--- src/rrss_pkg.sv ---
// Purpose: Shared constants and types for the return, rotate, subtract and halt executor.
// Assumes: One instruction clock; the caller decodes opcodes into rrss_op_t.
// Notes:   Reset values of the status flags follow the power-on state.
package rrss_pkg;

	// ------------------------------------------------------------
	// Widths
	// ------------------------------------------------------------
	localparam int DATA_W      = 8;
	localparam int PC_W        = 15;
	localparam int STACK_DEPTH = 16;
	localparam int WDT_W       = 8;
	localparam int PRESC_W     = 8;

	// ------------------------------------------------------------
	// Field positions and reset values
	// ------------------------------------------------------------
	localparam int MSB_POS       = 7;
	localparam int LSB_POS       = 0;
	localparam int NIB_MSB       = 3;
	localparam logic [7:0] DATA_ZERO = 8'h00;
	localparam logic RST_CARRY   = 1'b0;
	localparam logic RST_HALF    = 1'b0;
	localparam logic RST_ZERO    = 1'b0;
	localparam logic RST_TIMEOUT = 1'b1;
	localparam logic RST_PDOWN   = 1'b1;
	localparam logic HALT_TIMEOUT = 1'b1;
	localparam logic HALT_PDOWN   = 1'b0;
	localparam logic DEST_ACC    = 1'b0;
	localparam logic DEST_FILE   = 1'b1;

	// ------------------------------------------------------------
	// Timing: returns take two instruction cycles
	// ------------------------------------------------------------
	localparam int RET_CYCLES = 2;

	// ------------------------------------------------------------
	// Types
	// ------------------------------------------------------------
	typedef enum logic [2:0] {
		OP_NONE   = 3'h0,
		OP_RETURN = 3'h1,
		OP_RETLIT = 3'h2,
		OP_ROTL   = 3'h3,
		OP_ROTR   = 3'h4,
		OP_SUBLIT = 3'h5,
		OP_HALT   = 3'h6
	} rrss_op_t;

	// Gray codes along idle -> second return cycle, idle -> halted
	typedef enum logic [1:0] {
		ST_IDLE = 2'b00,
		ST_RET2 = 2'b01,
		ST_HALT = 2'b10
	} rrss_state_t;

endpackage

--- src/rrss_stack.sv ---
// Purpose: Hardware return stack holding return addresses.
// Assumes: Push and pop never requested in the same cycle by the core.
// Notes:   Overflow wraps the pointer; underflow wraps it too and reads slot DEPTH-1.
`timescale 1ns/100ps
module rrss_stack #(
	parameter int DEPTH = rrss_pkg::STACK_DEPTH,
	parameter int ADDR_W = rrss_pkg::PC_W
) (
	// Clock and reset
	input  wire logic              sys_clk,
	input  wire logic              rst,
	// Requests
	input  wire logic              push,
	input  wire logic [ADDR_W-1:0] pushAddr,
	input  wire logic              pop,
	// State
	output logic      [ADDR_W-1:0] stackTop,
	output logic [$clog2(DEPTH)-1:0] stackPtr
);
	localparam int PTR_W = $clog2(DEPTH);
	localparam logic [PTR_W-1:0] PTR_ONE = PTR_W'(1);

	logic [ADDR_W-1:0] slot [DEPTH];
	logic [PTR_W-1:0]  topIdx;

	// Pointer names the next free slot; top is the slot below it
	assign topIdx   = stackPtr - PTR_ONE;
	assign stackTop = slot[topIdx];

	// ------------------------------------------------------------
	// Pointer
	// ------------------------------------------------------------
	// Each pop steps back one entry, exposing the next older address
	always_ff @(posedge sys_clk)
	begin
		if (rst)
			stackPtr <= '0;
		else if (pop)
			stackPtr <= stackPtr - PTR_ONE;
		else if (push)
			stackPtr <= stackPtr + PTR_ONE;
	end

	// ------------------------------------------------------------
	// Storage
	// ------------------------------------------------------------
	// Slots are not reset; software never returns before a call
	always_ff @(posedge sys_clk)
	begin
		if (push && !pop)
			slot[stackPtr] <= pushAddr;
	end

endmodule

--- src/rrss_core.sv ---
// Purpose: Executes returns, rotates through carry, literal subtract and halt.
// Assumes: Operands arrive with opValid; the file register value is on srcData.
// Notes:   Watchdog and its prescaler live here so halt can clear them.
//
// Contract
// - Plain return pops stack into program counter, two cycles, flags untouched.
// - Literal return writes the 8-bit literal into accumulator, flags untouched.
// - Literal return also pops stack into program counter in two cycles.
// - Rotate left: old carry into bit 0, old bit 7 into carry.
// - Rotate right: old carry into bit 7, old bit 0 into carry.
// - Select zero writes accumulator; select one writes back the file register.
// - Literal subtract stores literal minus accumulator in the accumulator.
// - Carry, half carry by compare; zero flag marks a zero result.
// - Halt sets timeout flag and clears powerdown flag, arithmetic flags untouched.
// - Halt clears the watchdog counter and its prescaler.
// - Halt stops execution and the oscillator until woken.
`timescale 1ns/100ps
module rrss_core #(
	parameter int DATA_W  = rrss_pkg::DATA_W,
	parameter int PC_W    = rrss_pkg::PC_W,
	parameter int DEPTH   = rrss_pkg::STACK_DEPTH,
	parameter int WDT_W   = rrss_pkg::WDT_W,
	parameter int PRESC_W = rrss_pkg::PRESC_W
) (
	// Clock and reset
	input  wire logic                     sys_clk,
	input  wire logic                     rst,
	// Instruction issue
	input  wire logic                     opValid,
	input  wire rrss_pkg::rrss_op_t       opCode,
	input  wire logic [DATA_W-1:0]        literal,
	input  wire logic                     destSel,
	input  wire logic [DATA_W-1:0]        srcData,
	output logic                          opReady,
	// Call side of the return stack
	input  wire logic                     callPush,
	input  wire logic [PC_W-1:0]          callAddr,
	// Wake pin, asynchronous
	input  wire logic                     wakePin,
	// File register write-back
	output logic                          fileWrite,
	output logic [DATA_W-1:0]             fileData,
	// Architectural state
	output logic [DATA_W-1:0]             accumulator,
	output logic [PC_W-1:0]               programCounter,
	output logic                          carryFlag,
	output logic                          halfCarryFlag,
	output logic                          zeroFlag,
	output logic                          timeoutFlag,
	output logic                          powerdownFlag,
	output logic [WDT_W-1:0]              watchdogCounter,
	output logic [PRESC_W-1:0]            watchdogPrescaler,
	output logic                          oscRun,
	output logic [$clog2(DEPTH)-1:0]      stackPtr
);
	// ------------------------------------------------------------
	// Helpers
	// ------------------------------------------------------------
	localparam logic [PC_W-1:0]    PC_ONE    = PC_W'(1);
	localparam logic [WDT_W-1:0]   WDT_ONE   = WDT_W'(1);
	localparam logic [PRESC_W-1:0] PRESC_ONE = PRESC_W'(1);
	localparam logic [PRESC_W-1:0] PRESC_MAX = '1;

	// No-borrow test used for both the byte and the nibble compare
	function automatic logic noBorrow(input logic [DATA_W-1:0] minuend,
		input logic [DATA_W-1:0] subtrahend);
		noBorrow = (subtrahend <= minuend);
	endfunction

	rrss_pkg::rrss_state_t state;
	rrss_pkg::rrss_state_t next_state;
	logic                  take;
	logic                  isReturn;
	logic                  stackPop;
	logic [PC_W-1:0]       stackTop;
	logic                  wakeMeta;
	logic                  wakeSync;
	logic [DATA_W-1:0]     rotLeft;
	logic [DATA_W-1:0]     rotRight;
	logic [DATA_W-1:0]     rotResult;
	logic                  rotCarry;
	logic [DATA_W-1:0]     subResult;
	logic [DATA_W-1:0]     litLowNib;
	logic [DATA_W-1:0]     accLowNib;

	// ------------------------------------------------------------
	// Issue and decode
	// ------------------------------------------------------------
	// New work only in the idle state; halt and second return cycle stall
	assign opReady  = (state == rrss_pkg::ST_IDLE);
	assign take     = opValid && opReady;
	assign isReturn = (opCode == rrss_pkg::OP_RETURN) || (opCode == rrss_pkg::OP_RETLIT);
	assign stackPop = take && isReturn;

	rrss_stack #(
		.DEPTH  (DEPTH),
		.ADDR_W (PC_W)
	) u_stack (
		.sys_clk  (sys_clk),
		.rst      (rst),
		.push     (callPush && !stackPop),
		.pushAddr (callAddr),
		.pop      (stackPop),
		.stackTop (stackTop),
		.stackPtr (stackPtr)
	);

	// Wake pin synchroniser; only the second stage is read
	always_ff @(posedge sys_clk)
	begin
		if (rst)
		begin
			wakeMeta <= 1'b0;
			wakeSync <= 1'b0;
		end
		else
		begin
			wakeMeta <= wakePin;
			wakeSync <= wakeMeta;
		end
	end

	// ------------------------------------------------------------
	// Datapath
	// ------------------------------------------------------------
	// Rotations go through carry; subtract is plain two's complement
	always_comb
	begin
		rotLeft   = {srcData[rrss_pkg::MSB_POS-1:rrss_pkg::LSB_POS], carryFlag};
		rotRight  = {carryFlag, srcData[rrss_pkg::MSB_POS:rrss_pkg::LSB_POS+1]};
		rotResult = (opCode == rrss_pkg::OP_ROTL) ? rotLeft : rotRight;
		rotCarry  = (opCode == rrss_pkg::OP_ROTL) ? srcData[rrss_pkg::MSB_POS]
		                                          : srcData[rrss_pkg::LSB_POS];
		subResult = literal - accumulator;
		litLowNib = {4'h0, literal[rrss_pkg::NIB_MSB:0]};
		accLowNib = {4'h0, accumulator[rrss_pkg::NIB_MSB:0]};
	end

	// ------------------------------------------------------------
	// Sequencer
	// ------------------------------------------------------------
	// Returns spend a second cycle; halt holds until the wake pin rises
	always_comb
	begin
		next_state = state;
		unique case (state)
			rrss_pkg::ST_IDLE:
			begin
				if (take && isReturn)
					next_state = rrss_pkg::ST_RET2;
				else if (take && opCode == rrss_pkg::OP_HALT)
					next_state = rrss_pkg::ST_HALT;
			end
			rrss_pkg::ST_RET2:
				next_state = rrss_pkg::ST_IDLE;
			rrss_pkg::ST_HALT:
			begin
				if (wakeSync)
					next_state = rrss_pkg::ST_IDLE;
			end
			default:
				next_state = rrss_pkg::ST_IDLE;
		endcase
	end

	always_ff @(posedge sys_clk)
	begin
		if (rst)
			state <= rrss_pkg::ST_IDLE;
		else
			state <= next_state;
	end

	// Oscillator request drops while halted
	assign oscRun = (state != rrss_pkg::ST_HALT);

	// ------------------------------------------------------------
	// Program counter
	// ------------------------------------------------------------
	// Returns load the popped address; other ops step by one word
	always_ff @(posedge sys_clk)
	begin
		if (rst)
			programCounter <= '0;
		else if (stackPop)
			programCounter <= stackTop;
		else if (take)
			programCounter <= programCounter + PC_ONE;
	end

	// ------------------------------------------------------------
	// Accumulator and file write-back
	// ------------------------------------------------------------
	always_ff @(posedge sys_clk)
	begin
		if (rst)
			accumulator <= rrss_pkg::DATA_ZERO;
		else if (take)
		begin
			unique case (opCode)
				rrss_pkg::OP_RETLIT:
					accumulator <= literal;
				rrss_pkg::OP_ROTL, rrss_pkg::OP_ROTR:
				begin
					if (destSel == rrss_pkg::DEST_ACC)
						accumulator <= rotResult;
				end
				rrss_pkg::OP_SUBLIT:
					accumulator <= subResult;
				default:
					accumulator <= accumulator;
			endcase
		end
	end

	// Write-back strobe is one cycle, registered with its data
	always_ff @(posedge sys_clk)
	begin
		if (rst)
		begin
			fileWrite <= 1'b0;
			fileData  <= rrss_pkg::DATA_ZERO;
		end
		else
		begin
			fileWrite <= take && destSel == rrss_pkg::DEST_FILE &&
				(opCode == rrss_pkg::OP_ROTL || opCode == rrss_pkg::OP_ROTR);
			if (take)
				fileData <= rotResult;
		end
	end

	// ------------------------------------------------------------
	// Arithmetic flags
	// ------------------------------------------------------------
	// Only rotates and the literal subtract touch these
	always_ff @(posedge sys_clk)
	begin
		if (rst)
		begin
			carryFlag     <= rrss_pkg::RST_CARRY;
			halfCarryFlag <= rrss_pkg::RST_HALF;
			zeroFlag      <= rrss_pkg::RST_ZERO;
		end
		else if (take && (opCode == rrss_pkg::OP_ROTL || opCode == rrss_pkg::OP_ROTR))
			carryFlag <= rotCarry;
		else if (take && opCode == rrss_pkg::OP_SUBLIT)
		begin
			carryFlag     <= noBorrow(literal, accumulator);
			halfCarryFlag <= noBorrow(litLowNib, accLowNib);
			zeroFlag      <= (subResult == rrss_pkg::DATA_ZERO);
		end
	end

	// ------------------------------------------------------------
	// Power status flags
	// ------------------------------------------------------------
	always_ff @(posedge sys_clk)
	begin
		if (rst)
		begin
			timeoutFlag   <= rrss_pkg::RST_TIMEOUT;
			powerdownFlag <= rrss_pkg::RST_PDOWN;
		end
		else if (take && opCode == rrss_pkg::OP_HALT)
		begin
			timeoutFlag   <= rrss_pkg::HALT_TIMEOUT;
			powerdownFlag <= rrss_pkg::HALT_PDOWN;
		end
	end

	// ------------------------------------------------------------
	// Watchdog
	// ------------------------------------------------------------
	// Keeps counting while halted; halt restarts both stages from zero
	always_ff @(posedge sys_clk)
	begin
		if (rst || (take && opCode == rrss_pkg::OP_HALT))
		begin
			watchdogPrescaler <= '0;
			watchdogCounter   <= '0;
		end
		else
		begin
			watchdogPrescaler <= watchdogPrescaler + PRESC_ONE;
			if (watchdogPrescaler == PRESC_MAX)
				watchdogCounter <= watchdogCounter + WDT_ONE;
		end
	end
endmodule

--- config.mk ---
export PLATFORM = sky130hd
export DESIGN_NAME = rrss_core
export DESIGN_NICKNAME = d
export VERILOG_FILES = /design/src/rrss_pkg.sv /design/src/rrss_stack.sv /design/src/rrss_core.sv
export SDC_FILE = /design/constraint.sdc
export NUM_CORES = 1
export LEC_CHECK = 0
export BUFFER_PORTS_ARGS = -buffer_cell sky130_fd_sc_hd__buf_4
export CAP_MARGIN = 15
export CELL_PAD_IN_SITES_DETAIL_PLACEMENT = 1
export CELL_PAD_IN_SITES_GLOBAL_PLACEMENT = 2
export CORE_MARGIN = 4
export CORE_UTILIZATION = 46
export CTS_BUF_LIST = sky130_fd_sc_hd__clkbuf_4 sky130_fd_sc_hd__clkbuf_8
export CTS_CLUSTER_SIZE = 20
export DETAILED_ROUTE_END_ITERATION = 10
export GPL_TIMING_DRIVEN = 1
export MAX_ROUTING_LAYER = met4
export PLACE_DENSITY_LB_ADDON = 0.12
export SYNTH_ARGS = -nofsm -noshare
export SYNTH_HDL_FRONTEND = slang
export SYNTH_SLANG_ARGS = --single-unit
--- constraint.sdc ---
create_clock -name sys_clk -period 3.8 [get_ports sys_clk]
set_input_delay 0.76 -clock sys_clk [delete_from_list [all_inputs] [get_ports sys_clk]]
set_output_delay 0.76 -clock sys_clk [all_outputs]
set_load 0.02 [all_outputs]
==> results of run 1 <==
power by group through the flow:
stage | registers [mW] | clock network [mW] | logic, mW
6_report | 3.71 | 2.66 | 1.16
4_1_cts | 3.72 | 2.75 | 1.18
3_3_place_gp | 3.78 | 0 | 1.14
5_1_grt | 3.73 | 2.92 | 1.25
2_1_floorplan | 3.79 | 0 | 0.758
3_5_place_dp | 3.79 | 0 | 1.17
worst max-delay path, stage by stage, from the launching register on:
cell	delay, ps
dfxtp_4	630
inv_1	170
ha_2	390
buf_4	280
mux4_2	340
nor2b_1	150
a2111oi_0	780
o21ai_0	200
registers in the layout (all words and copies together) (netlist names):
register           count
accumulator            8
u_stack.stackPtr       4
u_stack.slot         240
fileWrite              1
halfCarryFlag          1
powerdownFlag          1
fileData               8
watchdogPrescaler      8
state                  2
zeroFlag               1
programCounter        15
watchdogCounter        8
wakeMeta               1
wakeSync               1
carryFlag              1
routing by layer:
metal | vias up | part of all wire (%)
li1 | 3474 | -
met1 | 3899 | 42
met2 | 265 | 50
met3 | 61 | 6.3
met4 | 0 | 2.1
met5 | - | 0
cell families (layout without fill, tap and decap cells):
family	after synthesis	count (layout)	synth area share, %
adders and majority gates	20	20	2.01
xor gates and xnor gates	25	25	1.77
DFF	300	300	65.7
AOI/OAI and AO/OA	113	113	5.73
muxes	83	83	14.0
and+or+nand+nor	216	216	7.81
buffers and inverters	65	236	2.96
other	1	1	0.0293
worst max path at each step:
stage	to	cells past startpoint	startpoint	slack, ps
6_report	programCounter[6]$_SDFFE_PP0P_	7	u_stack.stackPtr[0]$_SDFFE_PP0P_	690
5_1_grt	programCounter[6]$_SDFFE_PP0P_	7	u_stack.stackPtr[0]$_SDFFE_PP0P_	320
4_1_cts	programCounter[6]$_SDFFE_PP0P_	7	u_stack.stackPtr[0]$_SDFFE_PP0P_	510
3_5_place_dp	zeroFlag$_SDFFE_PP0P_	10	literal[0]	490
3_3_place_gp	zeroFlag$_SDFFE_PP0P_	10	literal[0]	580
2_1_floorplan	programCounter[9]$_SDFFE_PP0P_	13	u_stack.stackPtr[0]$_SDFFE_PP0P_	540
Yosys cell counts (2+ instances only):
cell type	count
a311oi_1	12
nor4_1	3
buf_2	5
and4_1	3
mux4_2	57
a31oi_1	4
clkbuf_1	19
ha_1	19
nand4_1	3
o21a_1	2
xor2_1	13
mux2i_1	8
nor2_1	77
nor3_1	12
xnor2_1	11
a21oi_1	37
buf_4	8
mux2_2	3
a211oi_1	11
nand2b_1	15
nand4b_1	2
a221oi_1	4
inv_1	19
buf_12	2
a21o_1	2
and2_1	4
edfxtp_1	240
o21ai_0	25
buf_1	2
a221o_1	2
o311a_1	3
buf_6	8
mux4_1	15
dfxtp_1	60
nor2b_1	4
nand2_1	59
nand3_1	21
and3_1	5
final cells by class:
cell class | instances | area (sq um) | area share (%)
Clock buffer | 58 | 742 | 4.99
Tap cell | 372 | 465 | 3.13
Clock inverter | 34 | 186 | 1.25
Inverter | 20 | 75.1 | 0.505
Timing Repair Buffer | 124 | 943 | 6.34
Sequential cell | 300 | 8410 | 56.6
Multi-Input combinational cell | 458 | 4050 | 27.2
==> impl_metrics.yaml, run 1 <==
critical_path:
  cp_data_required_time_ps: 4220
  rrSetupSlack_ps: 690
  r2r_end: "programCounter[6]$_SDFFE_PP0P_"
  r2r-start: "u_stack.stackPtr[0]$_SDFFE_PP0P_"
  arrival_ps: 3530
  path_class: "reg2reg"
  cp_max_fo: 24
  start_kind: "flip-flop"
  cp-end-kind: "flip-flop"
  r2r_cells: 7
sta:
  totalNegativeSetupSlack_ps: 0
  worst_hold_slack_ps: 417
  drv_slew: 0
  fmax_mhz: 322
  hold_viol: 0
  clock_skew_ps: 28.3
  slew_headroom_pct: 30.2
  rsz0062_at_grt: "false"
  finalSetupViolations: 0
  worstMarginPinSlew_ps: 1040
  period_share_pct: 81.8
  fin_crit_ps: 3110
  finalWorstSetupSlack_ps: 691
layout:
  antenna_cells: 0
  fin_cells: 1366
  fill_cells: 2654
  design_area_sq_mm: 0.0149
  postLayoutCoreUtil_pct: 54.7
  layout_commonest_cell: "edfxtp_1"
  area_delta_synth_final_pct: 16.2
  drive_gt1_share_pct: 26.5
  final_cell_mix: "edfxtp_1 (240), buf_4 (123), nor2_1 (77), nand2_1 (59), dfxtp_1 (59)"
  nNetsFinal: 1013
drt:
  drc: 0
  avgRoutedWirePerCell_microns: 23.6
  via_count: 7699
  viasPerCell: 5.64
  antenna_left: 0
  wirelength_microns: 32300
  drt_first_pass_iters: 5
  drt_iter0_markers: 554
synth:
  yosys.area.top_type_share_pct: 56.3
  synth-edff-count: 240
  yosys-top-cells-area: "edfxtp_1 (56%), mux4_2 (10%), dfxtp_1 (9.4%)"
  synth_flop_cell: "edfxtp_1"
  async_reset_ff_share_pct: 0
  avgSynthCellArea_sq_um: 15.6
  ys_types: 62
  yosys_warnings: 0
  synth_cells: 823
  yosysTopAreaCell: "edfxtp_1"
  yosysSeqAreaShare_pct: 65.7
  synth_area_sq_mm: 0.0128
  synth_nets: 883
  ys_ff_latch: 300
power:
  power_mw: 7.54
  p_sw_mw: 2.01
  pwr-share-seq_pct: 49.3
  p_sw_share_pct: 26.6
  clkPwrFrac_pct: 35.3
  pwr-share-comb_pct: 15.4
  pwr_density_cell_mw_per_mm2: 507
  p_int_mw: 5.53
  total_leakage_power_nw: 5.13
  peakVddDrop_v: 0.000333
clocking:
  numCtsBuffers: 49
  clockBufferDepth: 3
  clk_pin_slew_worst_paths_ps: 70
  cts_tree: "done"
  clkLatencyLatePin_ps: 580
  postCtsHoldBufs: 0
  clockRootBuffer: "clkbuf_8"
  cts_resized: 0
  post_cts_buffers: 0
  cts_max_level: 2
  clock-sinks: 300
place:
  dpl_worst_slack_ps: 494
  post-place-cells: 1274
  place_congestion: 0.828
  place_area_sq_mm: 0.0139
  numPortBuffers: 97
  dp_hpwl_microns: 21300
worst_hold_path:
  worstHoldStart: "wakePin"
  whs_endpoint: "wakeMeta$_SDFF_PP0_"
  hold_class: "in2reg"
  hold_depth: 2
job:
  cap_violations: 0
global_routing:
  grt_pass1_vias: 8307
  track_usage_pct: 21.9
  gr-max-usage-layer: "met2"
  grtUsageMet1_pct: 28.9
  grt_pass1_wl_microns: 50100
  use_met2_pct: 35.8
  grt_overflow: 0
  grt_max_degree: 46
  antenna_found_initial: 0
  use_met3_pct: 3.79
die:
  pin_count: 99
  die_x_microns: 175
  coreArea_sq_mm: 0.0272
  die_h_microns: 175
  fp-row-count: 60
  dieArea_sq_mm: 0.0306
  initial_utilization_pct: 47.1
run_status:
  status: "finished clean"
(Power assumes the default switching activity.)
==> run 2, diff against run 1 <==
--- a/config.mk
+++ b/config.mk
@@ -5,12 +5,13 @@
 export SDC_FILE = /design/constraint.sdc
 export NUM_CORES = 1
 export LEC_CHECK = 0
+export ABC_AREA = 1
 export BUFFER_PORTS_ARGS = -buffer_cell sky130_fd_sc_hd__buf_4
 export CAP_MARGIN = 15
 export CELL_PAD_IN_SITES_DETAIL_PLACEMENT = 1
 export CELL_PAD_IN_SITES_GLOBAL_PLACEMENT = 2
 export CORE_MARGIN = 4
-export CORE_UTILIZATION = 46
+export CORE_UTILIZATION = 36
 export CTS_BUF_LIST = sky130_fd_sc_hd__clkbuf_4 sky130_fd_sc_hd__clkbuf_8
 export CTS_CLUSTER_SIZE = 20
 export DETAILED_ROUTE_END_ITERATION = 10
==> constraint.sdc (replaced) <==
create_clock -name sys_clk -period 2.8 [get_ports sys_clk]
set_input_delay 0.56 -clock sys_clk [delete_from_list [all_inputs] [get_ports sys_clk]]
set_output_delay 0.56 -clock sys_clk [all_outputs]
set_load 0.02 [all_outputs]
==> run 2 against run 1 <==
  * Hold slack lost 240 ps
  * Non-clock buffer count is 18 higher
  * Wire length grew 29%
  * Highest routed layer unchanged
==> impl_metrics.yaml, run 2 <==
clocking:
  clkLatencyLatePin_ps: 630
  numCtsBuffers: 52
  clk_pin_slew_worst_paths_ps: 70
  cts_max_level: 2
  clockBufferDepth: 3
  postCtsHoldBufs: 0
  clockRootBuffer: "clkbuf_8"
  cts_tree: "done"
  cts_resized: 0
  clock-sinks: 300
  post_cts_buffers: 0
critical_path:
  arrival_ps: 2950
  path_class: "reg2reg"
  cp_data_required_time_ps: 3360
  cp-end-kind: "flip-flop"
  start_kind: "flip-flop"
  cp_max_fo: 122
place:
  place_area_sq_mm: 0.0149
  dpl_worst_slack_ps: 33.2
  place_congestion: 0.825
  dp_hpwl_microns: 27500
  numPortBuffers: 97
drt:
  wirelength_microns: 41700
  avgRoutedWirePerCell_microns: 20.5
  drc: 0
  viasPerCell: 5.01
  antenna_left: 0
  drt_first_pass_iters: 4
  drt_iter0_markers: 619
  via_count: 10200
layout:
  postLayoutCoreUtil_pct: 43.5
  regMostFlops: "u_stack.slot"
  nNetsFinal: 1582
  area_delta_synth_final_pct: 18.6
  largestRegisters: "u_stack.slot (240), programCounter (15)"
  largest_reg_flops: 240
  drive_gt1_share_pct: 17.0
  antenna_cells: 0
  layout_commonest_cell: "nand2_1"
  design_area_sq_mm: 0.0160
  final_cell_mix: "nand2_1 (265), edfxtp_1 (240), nor2_1 (220), buf_4 (137), nand3_1 (126)"
sta:
  totalNegativeSetupSlack_ps: 0
  hold_viol: 0
  worst_hold_slack_ps: 174
  fin_crit_ps: 2390
  worstMarginPinSlew_ps: 1160
  period_share_pct: 85.2
  finalWorstSetupSlack_ps: 414
  clock_skew_ps: 21.6
  fmax_mhz: 419
  rsz0062_at_grt: "false"
  drv_slew: 0
  finalSetupViolations: 0
  slew_headroom_pct: 22.7
global_routing:
  grt_pass1_vias: 10500
  grt_overflow: 0
  grt_max_degree: 123
  grt_pass1_wl_microns: 64600
  antenna_found_initial: 0
  track_usage_pct: 21.1
synth:
  yosys.area.top_type_share_pct: 53.6
  synth-edff-count: 240
  yosys-top-cells-count: "nand2_1 (265), edfxtp_1 (240), nor2_1 (236), nand3_1 (126), inv_1 (124)"
  synth_cells: 1390
  synth_area_sq_mm: 0.0135
  yosysSeqAreaShare_pct: 62.5
  avgSynthCellArea_sq_um: 9.68
  synth_nets: 1450
  ys_ff_latch: 300
  yosys-top-cells-area: "edfxtp_1 (54%), dfxtp_1 (8.9%), nand2_1 (7.4%)"
  synth_flop_cell: "edfxtp_1"
  yosysTopAreaCell: "edfxtp_1"
  async_reset_ff_share_pct: 0
  ys_types: 38
  yosys_warnings: 0
  yosysMostFrequentCell: "nand2_1"
job:
  cap_violations: 0
die:
  coreArea_sq_mm: 0.0367
  die_x_microns: 201
  fp-row-count: 70
  initial_utilization_pct: 36.7
  dieArea_sq_mm: 0.0405
  die_h_microns: 201
  pin_count: 99
power:
  pwr-share-seq_pct: 46.2
  p_sw_share_pct: 29.3
  clkPwrFrac_pct: 36.6
  p_int_mw: 7.65
  peakVddDrop_v: 0.000360
  total_leakage_power_nw: 6.36
  pwr-share-comb_pct: 17.2
  pwr_density_cell_mw_per_mm2: 678
  p_sw_mw: 3.17
run_status:
  status: "finished clean"
worst_hold_path:
  hold_class: "in2reg"
## run 2: cell count changes after synthesis, sizes merged, moves of 8 or more
cell	before	now
a311oi	12	0
buf	25	41
mux4	72	0
o211ai	1	19
a21oi	37	48
nor2	77	238
a211oi	11	0
o21ai	26	129
inv	19	131
nand3	21	130
nand2b	15	0
nand2	59	266
mux2i	8	0
## run 2: layout make-up
type,count,area [sq um]
fill,4181,20700
clock buffer,71,883
clock inverter,26,141
timing repair buffer,142,1130
tap,468,586
multi-input combinational,895,4310
sequential,300,8410
inverter,131,493
## run 2: cells by family (layout without fill, tap and decap cells)
kind of cell | after synthesis | in the layout | share of synthesized area (%)
AOI/OAI and AO/OA | 204 | 204 | 8.07
adders and majority gates | 20 | 20 | 1.92
DFF | 300 | 300 | 62.5
buffers and inverters | 195 | 370 | 5.97
and+or+nand+nor | 655 | 655 | 20.3
xor gates and xnor gates | 15 | 15 | 1.26
other | 1 | 1 | 0.0279
## run 2: path summary, 6_finish.rpt
check | start | slack (ps) | endpoint | cells after the start
worst max-delay path | u_stack.stackPtr[0]$_SDFFE_PP0P_ | 410 | programCounter[5]$_SDFFE_PP0P_ | 9
worst min-delay path | wakePin | 170 | wakeMeta$_SDFF_PP0_ | 3
worst max register to register | u_stack.stackPtr[0]$_SDFFE_PP0P_ | 410 | programCounter[5]$_SDFFE_PP0P_ | 9
worst min register to register | wakeMeta$_SDFF_PP0_ | 400 | wakeSync$_SDFF_PP0_ | 2
## run 2: critical path, cell delays in order (launching register included)
cell,delay [ps]
dfxtp_4,370
clkinv_2,70
buf_12,440
nand3_4,220
xor2_4,330
buf_4,300
nand3_1,100
nand2_1,180
nand2_1,170
a21oi_1,150
## run 2: power by group through the flow
stage | Sequential [mW] | Combinational [mW] | Clock (mW)
finish | 5.00 | 1.86 | 3.96
global route | 5.01 | 2.06 | 4.32
CTS | 5.00 | 1.89 | 4.08
detailed placement | 5.09 | 1.88 | 0
global placement | 5.09 | 1.86 | 0
floorplan | 5.13 | 1.03 | 0
## run 2: routing by layer
layer	track usage, %	part of all wire, %	wire (microns)
met1	29.3	48	20100
met3	3.72	3.8	1580
met2	32.5	46	19400
met4	4.83	1.6	683
met5	-	0	0
## run 2: per-stage QoR
stage               power, mW  cells
finish                   10.8   2033
detailed placement       6.97   1936
CTS                      11.0   2033
global placement         6.95   1936
floorplan                6.16   1390
global route             11.4   2033
